[src/logic/iag_pkg.sv]
// Purpose: Constants and types for the interrupt acceptance gate.
// Assumes: One core clock, synchronous active-low reset.
// Notes: Register offsets are byte addresses on AXI4-Lite.
package iag_pkg;
   // ==========================================
   // Register map
   localparam logic [3:0] IAG_OFS_STW = 4'h0;
   localparam logic [3:0] IAG_OFS_PEND = 4'h4;
   localparam logic [3:0] IAG_OFS_EVT_STAT = 4'h8;
   localparam logic [3:0] IAG_OFS_EVT_MASK = 4'hc;
   // ==========================================
   // Status word layout
   localparam int IAG_GIE_BIT = 15;
   localparam int IAG_FLAG_LSB = 8;
   localparam int IAG_NFLAGS = 6;
   localparam logic [15:0] IAG_STW_RST = 16'h0000;
   localparam logic [15:0] IAG_STW_WMASK = 16'hbfff;
   // ==========================================
   // Event status bits
   localparam int IAG_EVT_MACK = 0;
   localparam int IAG_EVT_NACK = 1;
   localparam int IAG_EVT_DIRECT = 2;
   localparam int IAG_NEVT = 3;
   localparam logic [1:0] IAG_RESP_OKAY = 2'b00;
   localparam logic [1:0] IAG_RESP_SLVERR = 2'b10;
   // ==========================================
   // Instruction classes reported at completion
   typedef enum logic [3:0] {
      IAG_CLS_PLAIN = 4'b0000,
      IAG_CLS_DIS_SVC = 4'b0001,
      IAG_CLS_EN_SVC = 4'b0010,
      IAG_CLS_REPEAT = 4'b0011,
      IAG_CLS_PUSHALL = 4'b0100,
      IAG_CLS_POPALL = 4'b0101,
      IAG_CLS_PUSHFLG = 4'b0110,
      IAG_CLS_POPFLG = 4'b0111,
      IAG_CLS_UNIMPL = 4'b1000,
      IAG_CLS_TRAP = 4'b1001
   } iag_cls_t;
endpackage

[src/logic/iag_gate.sv]
// Purpose: Decide when pending interrupts may be acknowledged by the core.
// Assumes: Pipeline reports each completed instruction with a one-cycle pulse.
// Notes: Acknowledge happens only at instruction boundaries.
//
// Local design decisions: the register offsets and the AXI4-Lite register port.
`timescale 1ns/10ps
`default_nettype none
module iag_gate
   import iag_pkg::*;
#(
   parameter int NIRQ = 8
) (
   input wire logic aclk,
   input wire logic aresetn,
   input wire logic [31:0] s_axi_awaddr,
   input wire logic s_axi_awvalid,
   output logic s_axi_awready,
   input wire logic [31:0] s_axi_wdata,
   input wire logic [3:0] s_axi_wstrb,
   input wire logic s_axi_wvalid,
   output logic s_axi_wready,
   output logic [1:0] s_axi_bresp,
   output logic s_axi_bvalid,
   input wire logic s_axi_bready,
   input wire logic [31:0] s_axi_araddr,
   input wire logic s_axi_arvalid,
   output logic s_axi_arready,
   output logic [31:0] s_axi_rdata,
   output logic [1:0] s_axi_rresp,
   output logic s_axi_rvalid,
   input wire logic s_axi_rready,
   input wire logic instr_done,
   input wire iag_cls_t instr_cls,
   input wire logic [15:0] pop_data,
   input wire logic flags_wr,
   input wire logic [IAG_NFLAGS-1:0] flags_in,
   input wire logic [NIRQ-1:0] irq_req,
   input wire logic nmi_req,
   output logic ack_valid,
   output logic ack_nmi,
   output logic [2:0] ack_idx,
   output logic direct_valid,
   output logic direct_trap,
   output logic [15:0] push_data,
   output logic push_valid,
   output logic [15:0] processor_status_word,
   output logic irq
);
   // ==========================================
   // Parameter check
   generate
      if (NIRQ != 8) begin : g_bad
         $error("NIRQ must equal the mask byte width of 8");
      end
   endgenerate

   // ==========================================
   // Helpers
   function automatic logic is_protected(input iag_cls_t c);
      case (c)
         IAG_CLS_DIS_SVC, IAG_CLS_EN_SVC, IAG_CLS_REPEAT, IAG_CLS_PUSHALL,
         IAG_CLS_POPALL, IAG_CLS_PUSHFLG, IAG_CLS_POPFLG: is_protected = 1'b1;
         default: is_protected = 1'b0;
      endcase
   endfunction

   // Highest index wins; stands in for the external priority ranking
   function automatic logic [2:0] top_idx(input logic [7:0] v);
      top_idx = 3'h0;
      for (int i = 0; i < 8; i++) begin
         if (v[i]) begin
            top_idx = 3'(i);
         end
      end
   endfunction

   // ==========================================
   // State
   logic [15:0] stw_r, stw_nxt;
   logic [NIRQ-1:0] pend_r, pend_nxt;
   logic nmi_pend_r, nmi_pend_nxt;
   logic [IAG_NEVT-1:0] evt_stat_r, evt_stat_nxt;
   logic [IAG_NEVT-1:0] evt_mask_r, evt_mask_nxt;
   logic ack_valid_r, ack_valid_nxt;
   logic ack_nmi_r, ack_nmi_nxt;
   logic [2:0] ack_idx_r, ack_idx_nxt;
   logic direct_valid_r, direct_valid_nxt;
   logic direct_trap_r, direct_trap_nxt;
   logic [15:0] push_data_r, push_data_nxt;
   logic push_valid_r, push_valid_nxt;
   logic irq_r, irq_nxt;
   logic aw_full_r, aw_full_nxt;
   logic w_full_r, w_full_nxt;
   logic [3:0] aw_addr_r, aw_addr_nxt;
   logic [31:0] w_data_r, w_data_nxt;
   logic [3:0] w_strb_r, w_strb_nxt;
   logic awready_r, awready_nxt;
   logic wready_r, wready_nxt;
   logic bvalid_r, bvalid_nxt;
   logic [1:0] bresp_r, bresp_nxt;
   logic arready_r, arready_nxt;
   logic rvalid_r, rvalid_nxt;
   logic [31:0] rdata_r, rdata_nxt;
   logic [1:0] rresp_r, rresp_nxt;

   // ==========================================
   // Next-state logic
   always_comb begin
      logic [NIRQ-1:0] elig;
      logic [NIRQ-1:0] pend_clr;
      logic nmi_clr;
      logic [IAG_NEVT-1:0] evt_set;
      logic [IAG_NEVT-1:0] evt_clr;
      logic [15:0] wmask;
      elig = '0;
      pend_clr = '0;
      nmi_clr = 1'b0;
      evt_set = '0;
      evt_clr = '0;
      wmask = 16'h0000;
      stw_nxt = stw_r;
      evt_mask_nxt = evt_mask_r;
      ack_valid_nxt = 1'b0;
      ack_nmi_nxt = ack_nmi_r;
      ack_idx_nxt = ack_idx_r;
      direct_valid_nxt = 1'b0;
      direct_trap_nxt = direct_trap_r;
      push_data_nxt = push_data_r;
      push_valid_nxt = 1'b0;
      aw_full_nxt = aw_full_r;
      w_full_nxt = w_full_r;
      aw_addr_nxt = aw_addr_r;
      w_data_nxt = w_data_r;
      w_strb_nxt = w_strb_r;
      bvalid_nxt = bvalid_r;
      bresp_nxt = bresp_r;
      rvalid_nxt = rvalid_r;
      rdata_nxt = rdata_r;
      rresp_nxt = rresp_r;

      // Bus write: address and data taken in either order
      if (s_axi_awvalid && awready_r) begin
         aw_full_nxt = 1'b1;
         aw_addr_nxt = s_axi_awaddr[3:0];
      end
      if (s_axi_wvalid && wready_r) begin
         w_full_nxt = 1'b1;
         w_data_nxt = s_axi_wdata;
         w_strb_nxt = s_axi_wstrb;
      end
      if (bvalid_r && s_axi_bready) begin
         bvalid_nxt = 1'b0;
      end
      if (aw_full_r && w_full_r && !bvalid_r) begin
         aw_full_nxt = 1'b0;
         w_full_nxt = 1'b0;
         bvalid_nxt = 1'b1;
         bresp_nxt = IAG_RESP_OKAY;
         wmask = {{8{w_strb_r[1]}}, {8{w_strb_r[0]}}};
         case (aw_addr_r)
            IAG_OFS_STW: begin
               stw_nxt = (stw_r & ~(wmask & IAG_STW_WMASK))
                  | (w_data_r[15:0] & wmask & IAG_STW_WMASK);
            end
            IAG_OFS_EVT_STAT: begin
               if (w_strb_r[0]) begin
                  evt_clr = w_data_r[IAG_NEVT-1:0];
               end
            end
            IAG_OFS_EVT_MASK: begin
               if (w_strb_r[0]) begin
                  evt_mask_nxt = w_data_r[IAG_NEVT-1:0];
               end
            end
            IAG_OFS_PEND: bresp_nxt = IAG_RESP_OKAY; // Read-only, write ignored
            default: begin
               bresp_nxt = IAG_RESP_SLVERR;
            end
         endcase
      end

      // Bus read
      if (rvalid_r && s_axi_rready) begin
         rvalid_nxt = 1'b0;
      end
      if (s_axi_arvalid && arready_r) begin
         rvalid_nxt = 1'b1;
         rresp_nxt = IAG_RESP_OKAY;
         rdata_nxt = 32'h0000_0000;
         case (s_axi_araddr[3:0])
            IAG_OFS_STW: rdata_nxt = {16'h0000, stw_r};
            IAG_OFS_PEND: rdata_nxt = {23'h000000, nmi_pend_r, pend_r};
            IAG_OFS_EVT_STAT: rdata_nxt = {29'h00000000, evt_stat_r};
            IAG_OFS_EVT_MASK: rdata_nxt = {29'h00000000, evt_mask_r};
            default: rresp_nxt = IAG_RESP_SLVERR;
         endcase
      end

      // Program flags from the execution unit
      if (flags_wr) begin
         stw_nxt[IAG_FLAG_LSB +: IAG_NFLAGS] = flags_in;
      end

      // Maskable sources need their mask bit and the global enable
      elig = pend_r & stw_r[7:0] & {NIRQ{stw_r[IAG_GIE_BIT]}};

      // Instruction boundary: pipeline effects take priority over the bus
      if (instr_done) begin
         case (instr_cls)
            IAG_CLS_DIS_SVC: stw_nxt[IAG_GIE_BIT] = 1'b0;
            IAG_CLS_EN_SVC: stw_nxt[IAG_GIE_BIT] = 1'b1;
            IAG_CLS_PUSHALL: begin
               push_data_nxt = stw_r;
               push_valid_nxt = 1'b1;
            end
            IAG_CLS_POPALL: stw_nxt = pop_data & IAG_STW_WMASK;
            IAG_CLS_PUSHFLG: begin
               push_data_nxt = {stw_r[15:8], 8'h00};
               push_valid_nxt = 1'b1;
            end
            IAG_CLS_POPFLG: begin
               stw_nxt[15:8] = pop_data[15:8] & IAG_STW_WMASK[15:8];
            end
            default: ;
         endcase
         if (instr_cls == IAG_CLS_UNIMPL || instr_cls == IAG_CLS_TRAP) begin
            // Straight to the handler, no ranking, no mask, no enable
            direct_valid_nxt = 1'b1;
            direct_trap_nxt = (instr_cls == IAG_CLS_TRAP);
            evt_set[IAG_EVT_DIRECT] = 1'b1;
         end else if (!is_protected(instr_cls)) begin
            if (nmi_pend_r) begin
               // Not gated by mask or enable
               ack_valid_nxt = 1'b1;
               ack_nmi_nxt = 1'b1;
               ack_idx_nxt = 3'h0;
               nmi_clr = 1'b1;
               evt_set[IAG_EVT_NACK] = 1'b1;
            end else if (|elig) begin
               ack_valid_nxt = 1'b1;
               ack_nmi_nxt = 1'b0;
               ack_idx_nxt = top_idx(elig);
               pend_clr[top_idx(elig)] = 1'b1;
               evt_set[IAG_EVT_MACK] = 1'b1;
            end
         end
      end

      // Requests held until served; a new request beats its own clear
      pend_nxt = (pend_r & ~pend_clr) | irq_req;
      nmi_pend_nxt = (nmi_pend_r & ~nmi_clr) | nmi_req;
      evt_stat_nxt = (evt_stat_r & ~evt_clr) | evt_set;
      irq_nxt = |(evt_stat_nxt & evt_mask_nxt);

      // Ready only while the holding slot is free
      awready_nxt = !aw_full_nxt;
      wready_nxt = !w_full_nxt;
      arready_nxt = !rvalid_nxt;
   end

   // ==========================================
   // Registers
   always_ff @(posedge aclk) begin
      if (!aresetn) begin
         stw_r <= IAG_STW_RST;
         pend_r <= '0;
         nmi_pend_r <= 1'b0;
         evt_stat_r <= '0;
         evt_mask_r <= '0;
         ack_valid_r <= 1'b0;
         ack_nmi_r <= 1'b0;
         ack_idx_r <= 3'h0;
         direct_valid_r <= 1'b0;
         direct_trap_r <= 1'b0;
         push_data_r <= 16'h0000;
         push_valid_r <= 1'b0;
         irq_r <= 1'b0;
         aw_full_r <= 1'b0;
         w_full_r <= 1'b0;
         aw_addr_r <= 4'h0;
         w_data_r <= 32'h0000_0000;
         w_strb_r <= 4'h0;
         awready_r <= 1'b0;
         wready_r <= 1'b0;
         bvalid_r <= 1'b0;
         bresp_r <= IAG_RESP_OKAY;
         arready_r <= 1'b0;
         rvalid_r <= 1'b0;
         rdata_r <= 32'h0000_0000;
         rresp_r <= IAG_RESP_OKAY;
      end else begin
         stw_r <= stw_nxt;
         pend_r <= pend_nxt;
         nmi_pend_r <= nmi_pend_nxt;
         evt_stat_r <= evt_stat_nxt;
         evt_mask_r <= evt_mask_nxt;
         ack_valid_r <= ack_valid_nxt;
         ack_nmi_r <= ack_nmi_nxt;
         ack_idx_r <= ack_idx_nxt;
         direct_valid_r <= direct_valid_nxt;
         direct_trap_r <= direct_trap_nxt;
         push_data_r <= push_data_nxt;
         push_valid_r <= push_valid_nxt;
         irq_r <= irq_nxt;
         aw_full_r <= aw_full_nxt;
         w_full_r <= w_full_nxt;
         aw_addr_r <= aw_addr_nxt;
         w_data_r <= w_data_nxt;
         w_strb_r <= w_strb_nxt;
         awready_r <= awready_nxt;
         wready_r <= wready_nxt;
         bvalid_r <= bvalid_nxt;
         bresp_r <= bresp_nxt;
         arready_r <= arready_nxt;
         rvalid_r <= rvalid_nxt;
         rdata_r <= rdata_nxt;
         rresp_r <= rresp_nxt;
      end
   end

   // ==========================================
   // Outputs
   assign s_axi_awready = awready_r;
   assign s_axi_wready = wready_r;
   assign s_axi_bvalid = bvalid_r;
   assign s_axi_bresp = bresp_r;
   assign s_axi_arready = arready_r;
   assign s_axi_rvalid = rvalid_r;
   assign s_axi_rdata = rdata_r;
   assign s_axi_rresp = rresp_r;
   assign ack_valid = ack_valid_r;
   assign ack_nmi = ack_nmi_r;
   assign ack_idx = ack_idx_r;
   assign direct_valid = direct_valid_r;
   assign direct_trap = direct_trap_r;
   assign push_data = push_data_r;
   assign push_valid = push_valid_r;
   assign processor_status_word = stw_r;
   assign irq = irq_r;
endmodule
`default_nettype wire

[config.mk]
export PLATFORM = sky130hd
export DESIGN_NAME = iag_gate
export DESIGN_NICKNAME = d
export VERILOG_FILES = /design/src/logic/iag_pkg.sv /design/src/logic/iag_gate.sv
export SDC_FILE = /design/constraint.sdc
export NUM_CORES = 1
export LEC_CHECK = 0
export BUFFER_PORTS_ARGS = -buffer_cell sky130_fd_sc_hd__buf_2
export CAP_MARGIN = 20
export CELL_PAD_IN_SITES_DETAIL_PLACEMENT = 1
export CELL_PAD_IN_SITES_GLOBAL_PLACEMENT = 2
export CORE_ASPECT_RATIO = 1.25
export CORE_UTILIZATION = 26
export CTS_BUF_LIST = sky130_fd_sc_hd__clkbuf_4 sky130_fd_sc_hd__clkbuf_8
export CTS_CLUSTER_DIAMETER = 60
export CTS_CLUSTER_SIZE = 24
export DETAILED_ROUTE_END_ITERATION = 10
export PLACE_DENSITY = 0.82
export RECOVER_POWER = 25
export SETUP_SLACK_MARGIN = 0.4
export SYNTH_ARGS = -nofsm -noshare
export SYNTH_HDL_FRONTEND = slang
export SYNTH_SLANG_ARGS = --single-unit
[constraint.sdc]
create_clock -name aclk -period 1.7 [get_ports aclk]
set_input_delay 0.17 -clock aclk [delete_from_list [all_inputs] [get_ports aclk]]
set_output_delay 0.17 -clock aclk [all_outputs]
set_load 0.05 [all_outputs]
==> results.md, run 1 <==
Setup path:
- The critical setup path kind is reg -> reg.
- The worst setup slack for register-to-register paths is 0.04 ns.
- The biggest fanout along the worst timing path is 3.
- For the worst setup path, the data required time is 1.93 ns.
- The worst setup path is captured at a flop.
- At the worst endpoint, the arrival time is 1.89 ns.
- STA classifies the critical path startpoint as a flop.

Timing:
- The worst-case clock skew is roughly 0.0076 ns.
- The transition time of the tightest slew-check pin is 0.9642 ns.
- Setup repair after global routing could not meet its margin everywhere.
- Counting I/O delays and the setup requirement, the final critical path takes 1.656 ns.
- The number of setup violations in the final report is 0.
- The fraction of the cycle the final worst path needs is 97.43%.
- The final number of hold-violating endpoints is 0.
- For this run, the top clock speed supported by timing is 603.8 MHz.
- Setup total negative slack on the finished layout was measured at 0 ns.
- The number of max-slew violations in the final report was 0.
- In this run the tightest slew margin relative to its limit is 35.72%.

Detailed routing:
- The remaining number of nets flagged by the antenna check after routing is 0.
- The total via count in the routed design is 4270.
- Wires add up to 15670 um.
- The mean number of vias per cell is approximately 4.7.
- The count of routing violations after the opening detailed-route iteration is 215.
- The number of design rule violations left after detail routing is 0.
- The first TritonRoute pass finished after 6 iterations.
- In the final routed layout, each cell accounts on average for approximately 17 um.

GRT:
- The maximum number of pins on one net before global-route repair is 36.
- The initial antenna violation count was 2.
- The first global-routing pass estimated ~24000 um of wire.
- The number of global-route vias before repair is ~4500.
- The overall overflow remaining after global route is 0.
- Across every metal layer, demand over resource in global routing totals between 15 and 20%.

Clocking:
- The total CTS buffers is 9.
- After clock tree synthesis, the clock-pin slew on the worst setup and hold paths is 0.09 ns.
- The TritonCTS clock tree is yes.
- The clock insertion delay at the later pin of the skew report is 0.37 ns.
- The tree is rooted in a sky130_fd_sc_hd__clkbuf_8.
- The maximum clock path buffer count is 2.
- The clock sink count is 100.
- The number of levels the H-tree was split into is 3.

Yosys:
- The cell area that synthesis handed to floorplanning was between 4000 and 5000 sq um.
- The top cell type by area accounts for 44.98% of the synthesized area.
- The flip-flop and latch count after synthesis is 100.
- Yosys printed 0 warnings.
- The sequential fraction of the synthesis area is 44.98%.
- The count of flip-flops with a built-in enable after synthesis is 0.
- The number of standard cells after synthesis is 504.
- The most common cell in the synthesized netlist is sky130_fd_sc_hd__dfxtp_1.
- The adder-cell area share of the yosys netlist is 0%.
- The proportion of synthesized flip-flops having asynchronous set or reset is 0%.
- In the post-synthesis netlist, the biggest area contributors are sky130_fd_sc_hd__dfxtp_1, sky130_fd_sc_hd__nand2_1, sky130_fd_sc_hd__a21oi_1.
- The number of distinct standard cells referenced by the synthesized netlist is 58.
- Summing the areas of all compound-gate instances in the mapped netlist gives 19.20% of the synthesized area.
- The simple logic cell fraction of the synthesized area is roughly a fifth.
- The synthesized design spends more area on one cell type than any other, namely sky130_fd_sc_hd__dfxtp_1.
- Sorting the synthesized cells by how often they occur yields sky130_fd_sc_hd__dfxtp_1, sky130_fd_sc_hd__nand2_1, sky130_fd_sc_hd__a21oi_1, sky130_fd_sc_hd__nor2_1, sky130_fd_sc_hd__buf_4.
- The most frequently used flop master after synthesis is sky130_fd_sc_hd__dfxtp_1.
- The synthesized area divided by synthesized cell count is 8.830 sq um.
- Multiplexer cells account for between 7 and 8% of the synthesized area.
- The synthesized netlist devotes 0% of its cell area to XOR and XNOR gates.
- By area, the combinational part of the netlist is dominated by simple AND/OR/NAND/NOR gates.

Power:
- The worst-case vdd ir drop is 0.4108 mV.
- The leakage power total is 2.686 nW.
- Dividing total power by cell area gives a power density of 777.8 nW/um^2.

Cells and area:
- The final layout net count is ~820.
- Counting the fill cells in the layout gives 1982.
- Summing all flip-flop and latch instances after layout gives 2056 sq um.
- The final core utilization is a little under two fifths.
- The proportion of layout cells with a drive suffix above 1 is 43.40%.
- The area growth from synthesis to layout is 40.76%.
- The area occupied by multi-input gates is 2431 sq um.

Placed design:
- The number of I/O port buffers is 129.
- The congestion estimate from routability-driven global placement came to 0.8449.
- Once detailed placement completed, the half-perimeter wirelength came to 11580 um.

Die:
- From left edge to right edge, the die measures roughly 120 um.
- The placeable core region is about 17000 sq um.
- For this design the top-level I/O count stands at 226.
- The die area is 17650 sq um.
- The floorplan row count is 53.
- Once the floorplan was initialized, standard cells occupied 26.53% of the core.
- The die height is 148.3 um.

Job:
- Across the run, the number of max-cap violations was 0.

Outcome:
- The flow ran to the end, and the final reports show no timing, DRC or antenna violations.

Hold path:
- In this run the worst hold path is classified as in -> reg.
cells by family (layout without fill, tap and decap cells):
group                  Yosys count  after routing
and+or+nand+nor                193            193
AOI/OAI and AO/OA              125            125
DFF                            100            100
buffers and inverters           58            217
muxes                           27             27
other                            1             21
final timing paths:
check               start                         to  depth (start not counted)
max reg2reg  s_axi_bvalid                        irq                          5
min          pop_data[12]  processor_status_word[12]                          3
max          s_axi_bvalid                        irq                          5
min reg2reg  push_data[5]               push_data[5]                          2
report_power, final:
group          total [mW]  leakage, nW  internal, mW  switching (mW)
clock                1.59        0.107         0.753           0.833
combinational       0.783         1.75         0.276           0.507
sequential           2.50        0.825          2.41          0.0909
flip-flops by register name, indices dropped and copies added, names as in the netlist, 2 cells and up:
signal                 flops
evt_stat_r                 3
ack_idx                    3
w_data_r                  15
evt_mask_r                 3
w_strb_r                   2
push_data                 15
aw_addr_r                  4
pend_r                     8
s_axi_rdata               16
processor_status_word     15
metrics by stage:
| stage | hold slack [ns] | area (sq um) | std cells | worst slack (ns) | power [mW] |
|---|---|---|---|---|---|
| after floorplan | 0.2874 | 4593 | 523 | 0.1296 | 3.024 |
| after global placement | 0.3963 | 5497 | 856 | 0.02696 | 3.238 |
| after detailed placement | 0.4006 | 5497 | 856 | 0.02403 | 3.259 |
| after CTS | 0.007882 | 6111 | 896 | 0.09434 | 4.882 |
| after global routing | 0.02174 | 6265 | 903 | 0.009664 | 5.084 |
| final | 0.03528 | 6265 | 903 | 0.04375 | 4.873 |
critical path: stages (launching register included):
cell	delay, ns
sky130_fd_sc_hd__dfxtp_4	0.35
sky130_fd_sc_hd__nand3b_1	0.23
sky130_fd_sc_hd__nor3_4	0.33
sky130_fd_sc_hd__mux2_4	0.34
sky130_fd_sc_hd__o211ai_1	0.11
sky130_fd_sc_hd__o311ai_1	0.15
per-layer routing:
layer | GRT usage, % | wire, um
met1 | 19.79 | 6255
met2 | 31.51 | 8071
met3 | 3.988 | 876
met4 | 7.785 | 459
met5 | 0 | 8
cell type report:
class / count / area share [%]
sequential: 100 / 32.81
tap: 220 / 4.394
antenna: 1 / 0.03994
clock buffer: 12 / 2.437
multi-input combinational: 365 / 38.81
inverter: 9 / 0.5392
clock inverter: 4 / 0.7789
timing repair buffer: 192 / 20.19
layout by cell type (no fill, tap or decap), drive strengths merged, types with 2 or more instances in the layout:
cell,synthesis,routed
a211oi,9,9
a21boi,2,2
a21oi,54,54
a22o,4,4
a22oi,9,9
a31oi,5,5
a41oi,2,2
and2,8,8
and3,3,3
buf,29,186
clkbuf,20,18
clkinv,1,3
conb,1,20
dfxtp,100,100
inv,8,9
mux2,7,7
mux2i,17,17
mux4,3,3
nand2,82,82
nand2b,9,9
nand3,8,8
nand3b,10,10
nand4,2,2
nor2,47,47
nor3,14,14
nor3b,2,2
o2111ai,6,6
o21a,5,5
o21ai,17,17
o31a,2,2
o41ai,3,3
or2,2,2
repair_timing:
action | CTS | global route
setup buffers | 24 | 6
resized for setup | 60 | 35
pin swaps | 19 | 20
endpoints found under the setup margin | 46 | 52
hold buffers | 0 | 0
Power figures use the tool's default switching activity.
==> inputs of run 2 (changes only) <==
--- a/config.mk
+++ b/config.mk
@@ -5,18 +5,19 @@
 export SDC_FILE = /design/constraint.sdc
 export NUM_CORES = 1
 export LEC_CHECK = 0
-export BUFFER_PORTS_ARGS = -buffer_cell sky130_fd_sc_hd__buf_2
 export CAP_MARGIN = 20
 export CELL_PAD_IN_SITES_DETAIL_PLACEMENT = 1
 export CELL_PAD_IN_SITES_GLOBAL_PLACEMENT = 2
 export CORE_ASPECT_RATIO = 1.25
-export CORE_UTILIZATION = 26
+export CORE_UTILIZATION = 36
 export CTS_BUF_LIST = sky130_fd_sc_hd__clkbuf_4 sky130_fd_sc_hd__clkbuf_8
 export CTS_CLUSTER_DIAMETER = 60
 export CTS_CLUSTER_SIZE = 24
 export DETAILED_ROUTE_END_ITERATION = 10
-export PLACE_DENSITY = 0.82
+export DONT_BUFFER_PORTS = 1
+export PLACE_DENSITY = 0.81
 export RECOVER_POWER = 25
+export REMOVE_ABC_BUFFERS = 1
 export SETUP_SLACK_MARGIN = 0.4
 export SYNTH_ARGS = -nofsm -noshare
 export SYNTH_HDL_FRONTEND = slang
==> run 2 against run 1 <==
The flow now finishes with violations (negative hold slack). Register-to-register slack got worse by 0.03 ns. Die area decreased by 27%. Combinational power decreased by 2%. Via count decreased by 2.8%. Largest cell class unchanged. Highest routed layer is now met4.
==> results.md, run 2 (synthesis gave the netlist of run 1 again) <==
Power:
- The worst-case vdd ir drop came to 0.3756 mV (-8.6%).
- The power density normalized to cell area was 812.9 nW/um^2 (+4.5%).
- The overall power was 5.144 mW (+5.6%).
- The leakage power total came to 2.452 nW (-8.7%).

Die:
- The die height is 126.3 um (-15%).
- The floorplan row count is 45 (-15%).
- The placeable core region is 12110 sq um (-28%).
- The die area is 12810 sq um (-27%).
- The x dimension of the die came to 101.5 um (-15%).
- The initial cell density of the core is 36.76% (+10 points).
- The number of primary I/O pins is 226 (unchanged).

Placed design:
- The routability congestion estimate is 0.8143 (-3.6%).
- The sum of net half-perimeters after detailed placement is 10160 um (-12%).
- The number of I/O port buffers is 0 (-100%).

Clocking:
- The CTS clock-pin slew for the worst setup and hold paths is 0.10 ns (about the same).
- The clock insertion delay at the later pin of the skew report is 0.37 ns (about the same).
- The root cell of the clock tree is sky130_fd_sc_hd__clkbuf_8.
- The total CTS buffers was 9 (unchanged).
- The maximum clock path buffer count is 2 (unchanged).
- The number of levels the H-tree was split into came to 3 (unchanged).
- TritonCTS built the clock tree.
- The count of hold buffers inserted by post-cts repair is 51 (+51).
- The clock sink count is 100 (unchanged).

Cells and area:
- The diode insertion count for antenna repair is 0 (-1).
- Leaving out fill and tap cells, the most frequent cell in the layout is sky130_fd_sc_hd__dfxtp_1.
- The area growth from synthesis to layout is 42.17%.
- In the layout the commonest cells are sky130_fd_sc_hd__dfxtp_1, sky130_fd_sc_hd__nand2_1, sky130_fd_sc_hd__buf_4.
- The proportion of layout cells with a drive suffix above 1 is 31.31% (-12 points).
- The number of flip-flops under the largest register name is 16 (unchanged).
- The final layout net count came to 766 (-6.7%).

Setup path:
- STA classifies the critical path endpoint as a flop.
- By startpoint and endpoint, the worst setup path is classified as reg -> reg.
- The sort of element at the start of the critical path is a flop.
- The critical path data required time is 1.95 ns (+0.02 ns).
- The worst endpoint data arrival time was 1.93 ns (+0.04 ns).
- The standard cell with the maximum stage delay on the critical path is sky130_fd_sc_hd__dfxtp_2.
- The stage delay of the slowest cell on the critical path came to 0.33 ns (-0.02 ns).
- The signal on the critical path passes through nand3b_1, nor3_4, buf_6, mux2i_2, a311o_1, o311ai_2.
- The biggest fanout along the worst timing path is 3 (unchanged).

Job:
- The reported max-cap violation count is 0 (unchanged).

Timing:
- The maximum clock frequency is 593.3 MHz (-1.7%).
- The clock period minus final worst setup slack was 1.685 ns (+0.02920 ns).
- The worst-case headroom to the max-slew limit is 36.05% (+0.33 points).
- The number of max-slew violations in the final report is 0 (unchanged).
- The aggregate negative setup slack is 0 ns (unchanged).
- The final worst hold slack is -0.08768 ns (-0.1230 ns).
- The worst-case clock skew came to 0.01220 ns (+0.004556 ns).
- Setup repair after global routing could not meet its margin everywhere.
- The fraction of the cycle the final worst path needs is 99.14% (+1.7 points).
- The transition time of the tightest slew-check pin came to 0.9593 ns (-0.004876 ns).
- The number of setup violations in the final report is 0 (unchanged).
- The final number of hold-violating endpoints is 17 (+17).

Outcome:
- The flow ran to the end, but the final reports show violations.
- The final reports fail on negative hold slack.

Detailed routing:
- The number of design rule violations left after detail routing was 0 (unchanged).
- The wire length reported by the detailed router is 15680 um (about the same).
- The count of TritonRoute iterations in the first routing pass is 4 (-2).
- The remaining number of nets flagged by the antenna check after routing was 0 (unchanged).
- The count of routing violations after the opening detailed-route iteration is 95 (-56%).
- The total via count in the routed design was 4149 (-2.8%).
- The mean number of vias per cell is 5.252 (+11%).
- The post-detailed-route wirelength per cell is 19.84 um (+14%).

GRT:
- The overall overflow remaining after global route came to 0 (unchanged).
- The initial antenna violation count came to 0 (-2).
- The global-route usage over all layers came to 24.05% (+6.5 points).
- The wire length of the first global-routing pass is 23480 um (-2.0%).
- The number of global-route vias before repair is 4354 (-2.5%).
- The maximum number of pins on one net before global-route repair is 31 (-14%).

Hold path:
- The class of the tightest hold or removal check is in -> reg.
[run 2: area by class of cell]
cell class / instances / area, sq um
tap: 164 / 205.2
sequential: 100 / 2041
multi-input combinational: 365 / 2525
clock buffer: 10 / 137.6
fill: 1392 / 5778
inverter: 9 / 33.78
timing repair buffer: 137 / 1285
clock inverter: 5 / 100.1
[run 2: worst max-delay path: cells and delay by family, from the launching register on]
| family | cells | cell delay (ns) |
|---|---|---|
| multiplexers | 1 | 0.24 |
| buffers and inverters | 1 | 0.14 |
| flip-flops | 1 | 0.33 |
| AO/OA/AOI/OAI | 2 | 0.34 |
| AND/OR/NAND/NOR | 2 | 0.52 |
[run 2: what timing repair did]
action,in CTS,in global routing
gates resized for setup,73,59
hold endpoints to repair,62,18
buffers inserted,13,8
endpoints found under the setup margin,44,44
pin swaps,27,30
[run 2: stage by stage]
stage	instance area (sq um)	hold WS [ns]	setup slack [ns]	std cells	utilization (%)
3_3_place_gp	4942	0.2923	0.08832	703	40.83
2_1_floorplan	4237	0.2874	-0.2774	474	-
6_report	6327	-0.08768	0.01454	790	52.27
3_5_place_dp	4942	0.2954	0.004902	703	40.83
5_1_grt	6327	-0.1021	-0.08296	790	52.27
4_1_cts	6055	-0.09840	0.04753	782	50.02
[run 2: per-layer routing]
layer | vias up | share of wire (%) | track usage, %
met5 | - | 0 | 0
met4 | 0 | 3.0 | 10.91
met3 | 36 | 5.7 | 4.518
met2 | 132 | 52 | 41.38
met1 | 2027 | 39 | 28.73
li1 | 1954 | - | -
[run 2: worst paths after layout]
kind,cells past startpoint,end,start,slack (ns)
worst max-delay path,6,irq,s_axi_bvalid,0.01
worst min-delay path,1,pend_r[7],irq_req[7],-0.09
worst max register to register,6,irq,s_axi_bvalid,0.01
worst min register to register,2,w_data_r[8],w_data_r[8],0.47
[run 2: power by group]
group          internal, mW  switching (mW)  total, mW
clock                  1.01           0.857       1.86
combinational         0.298           0.473      0.771
sequential             2.42          0.0931       2.51
total                  3.72            1.42       5.14
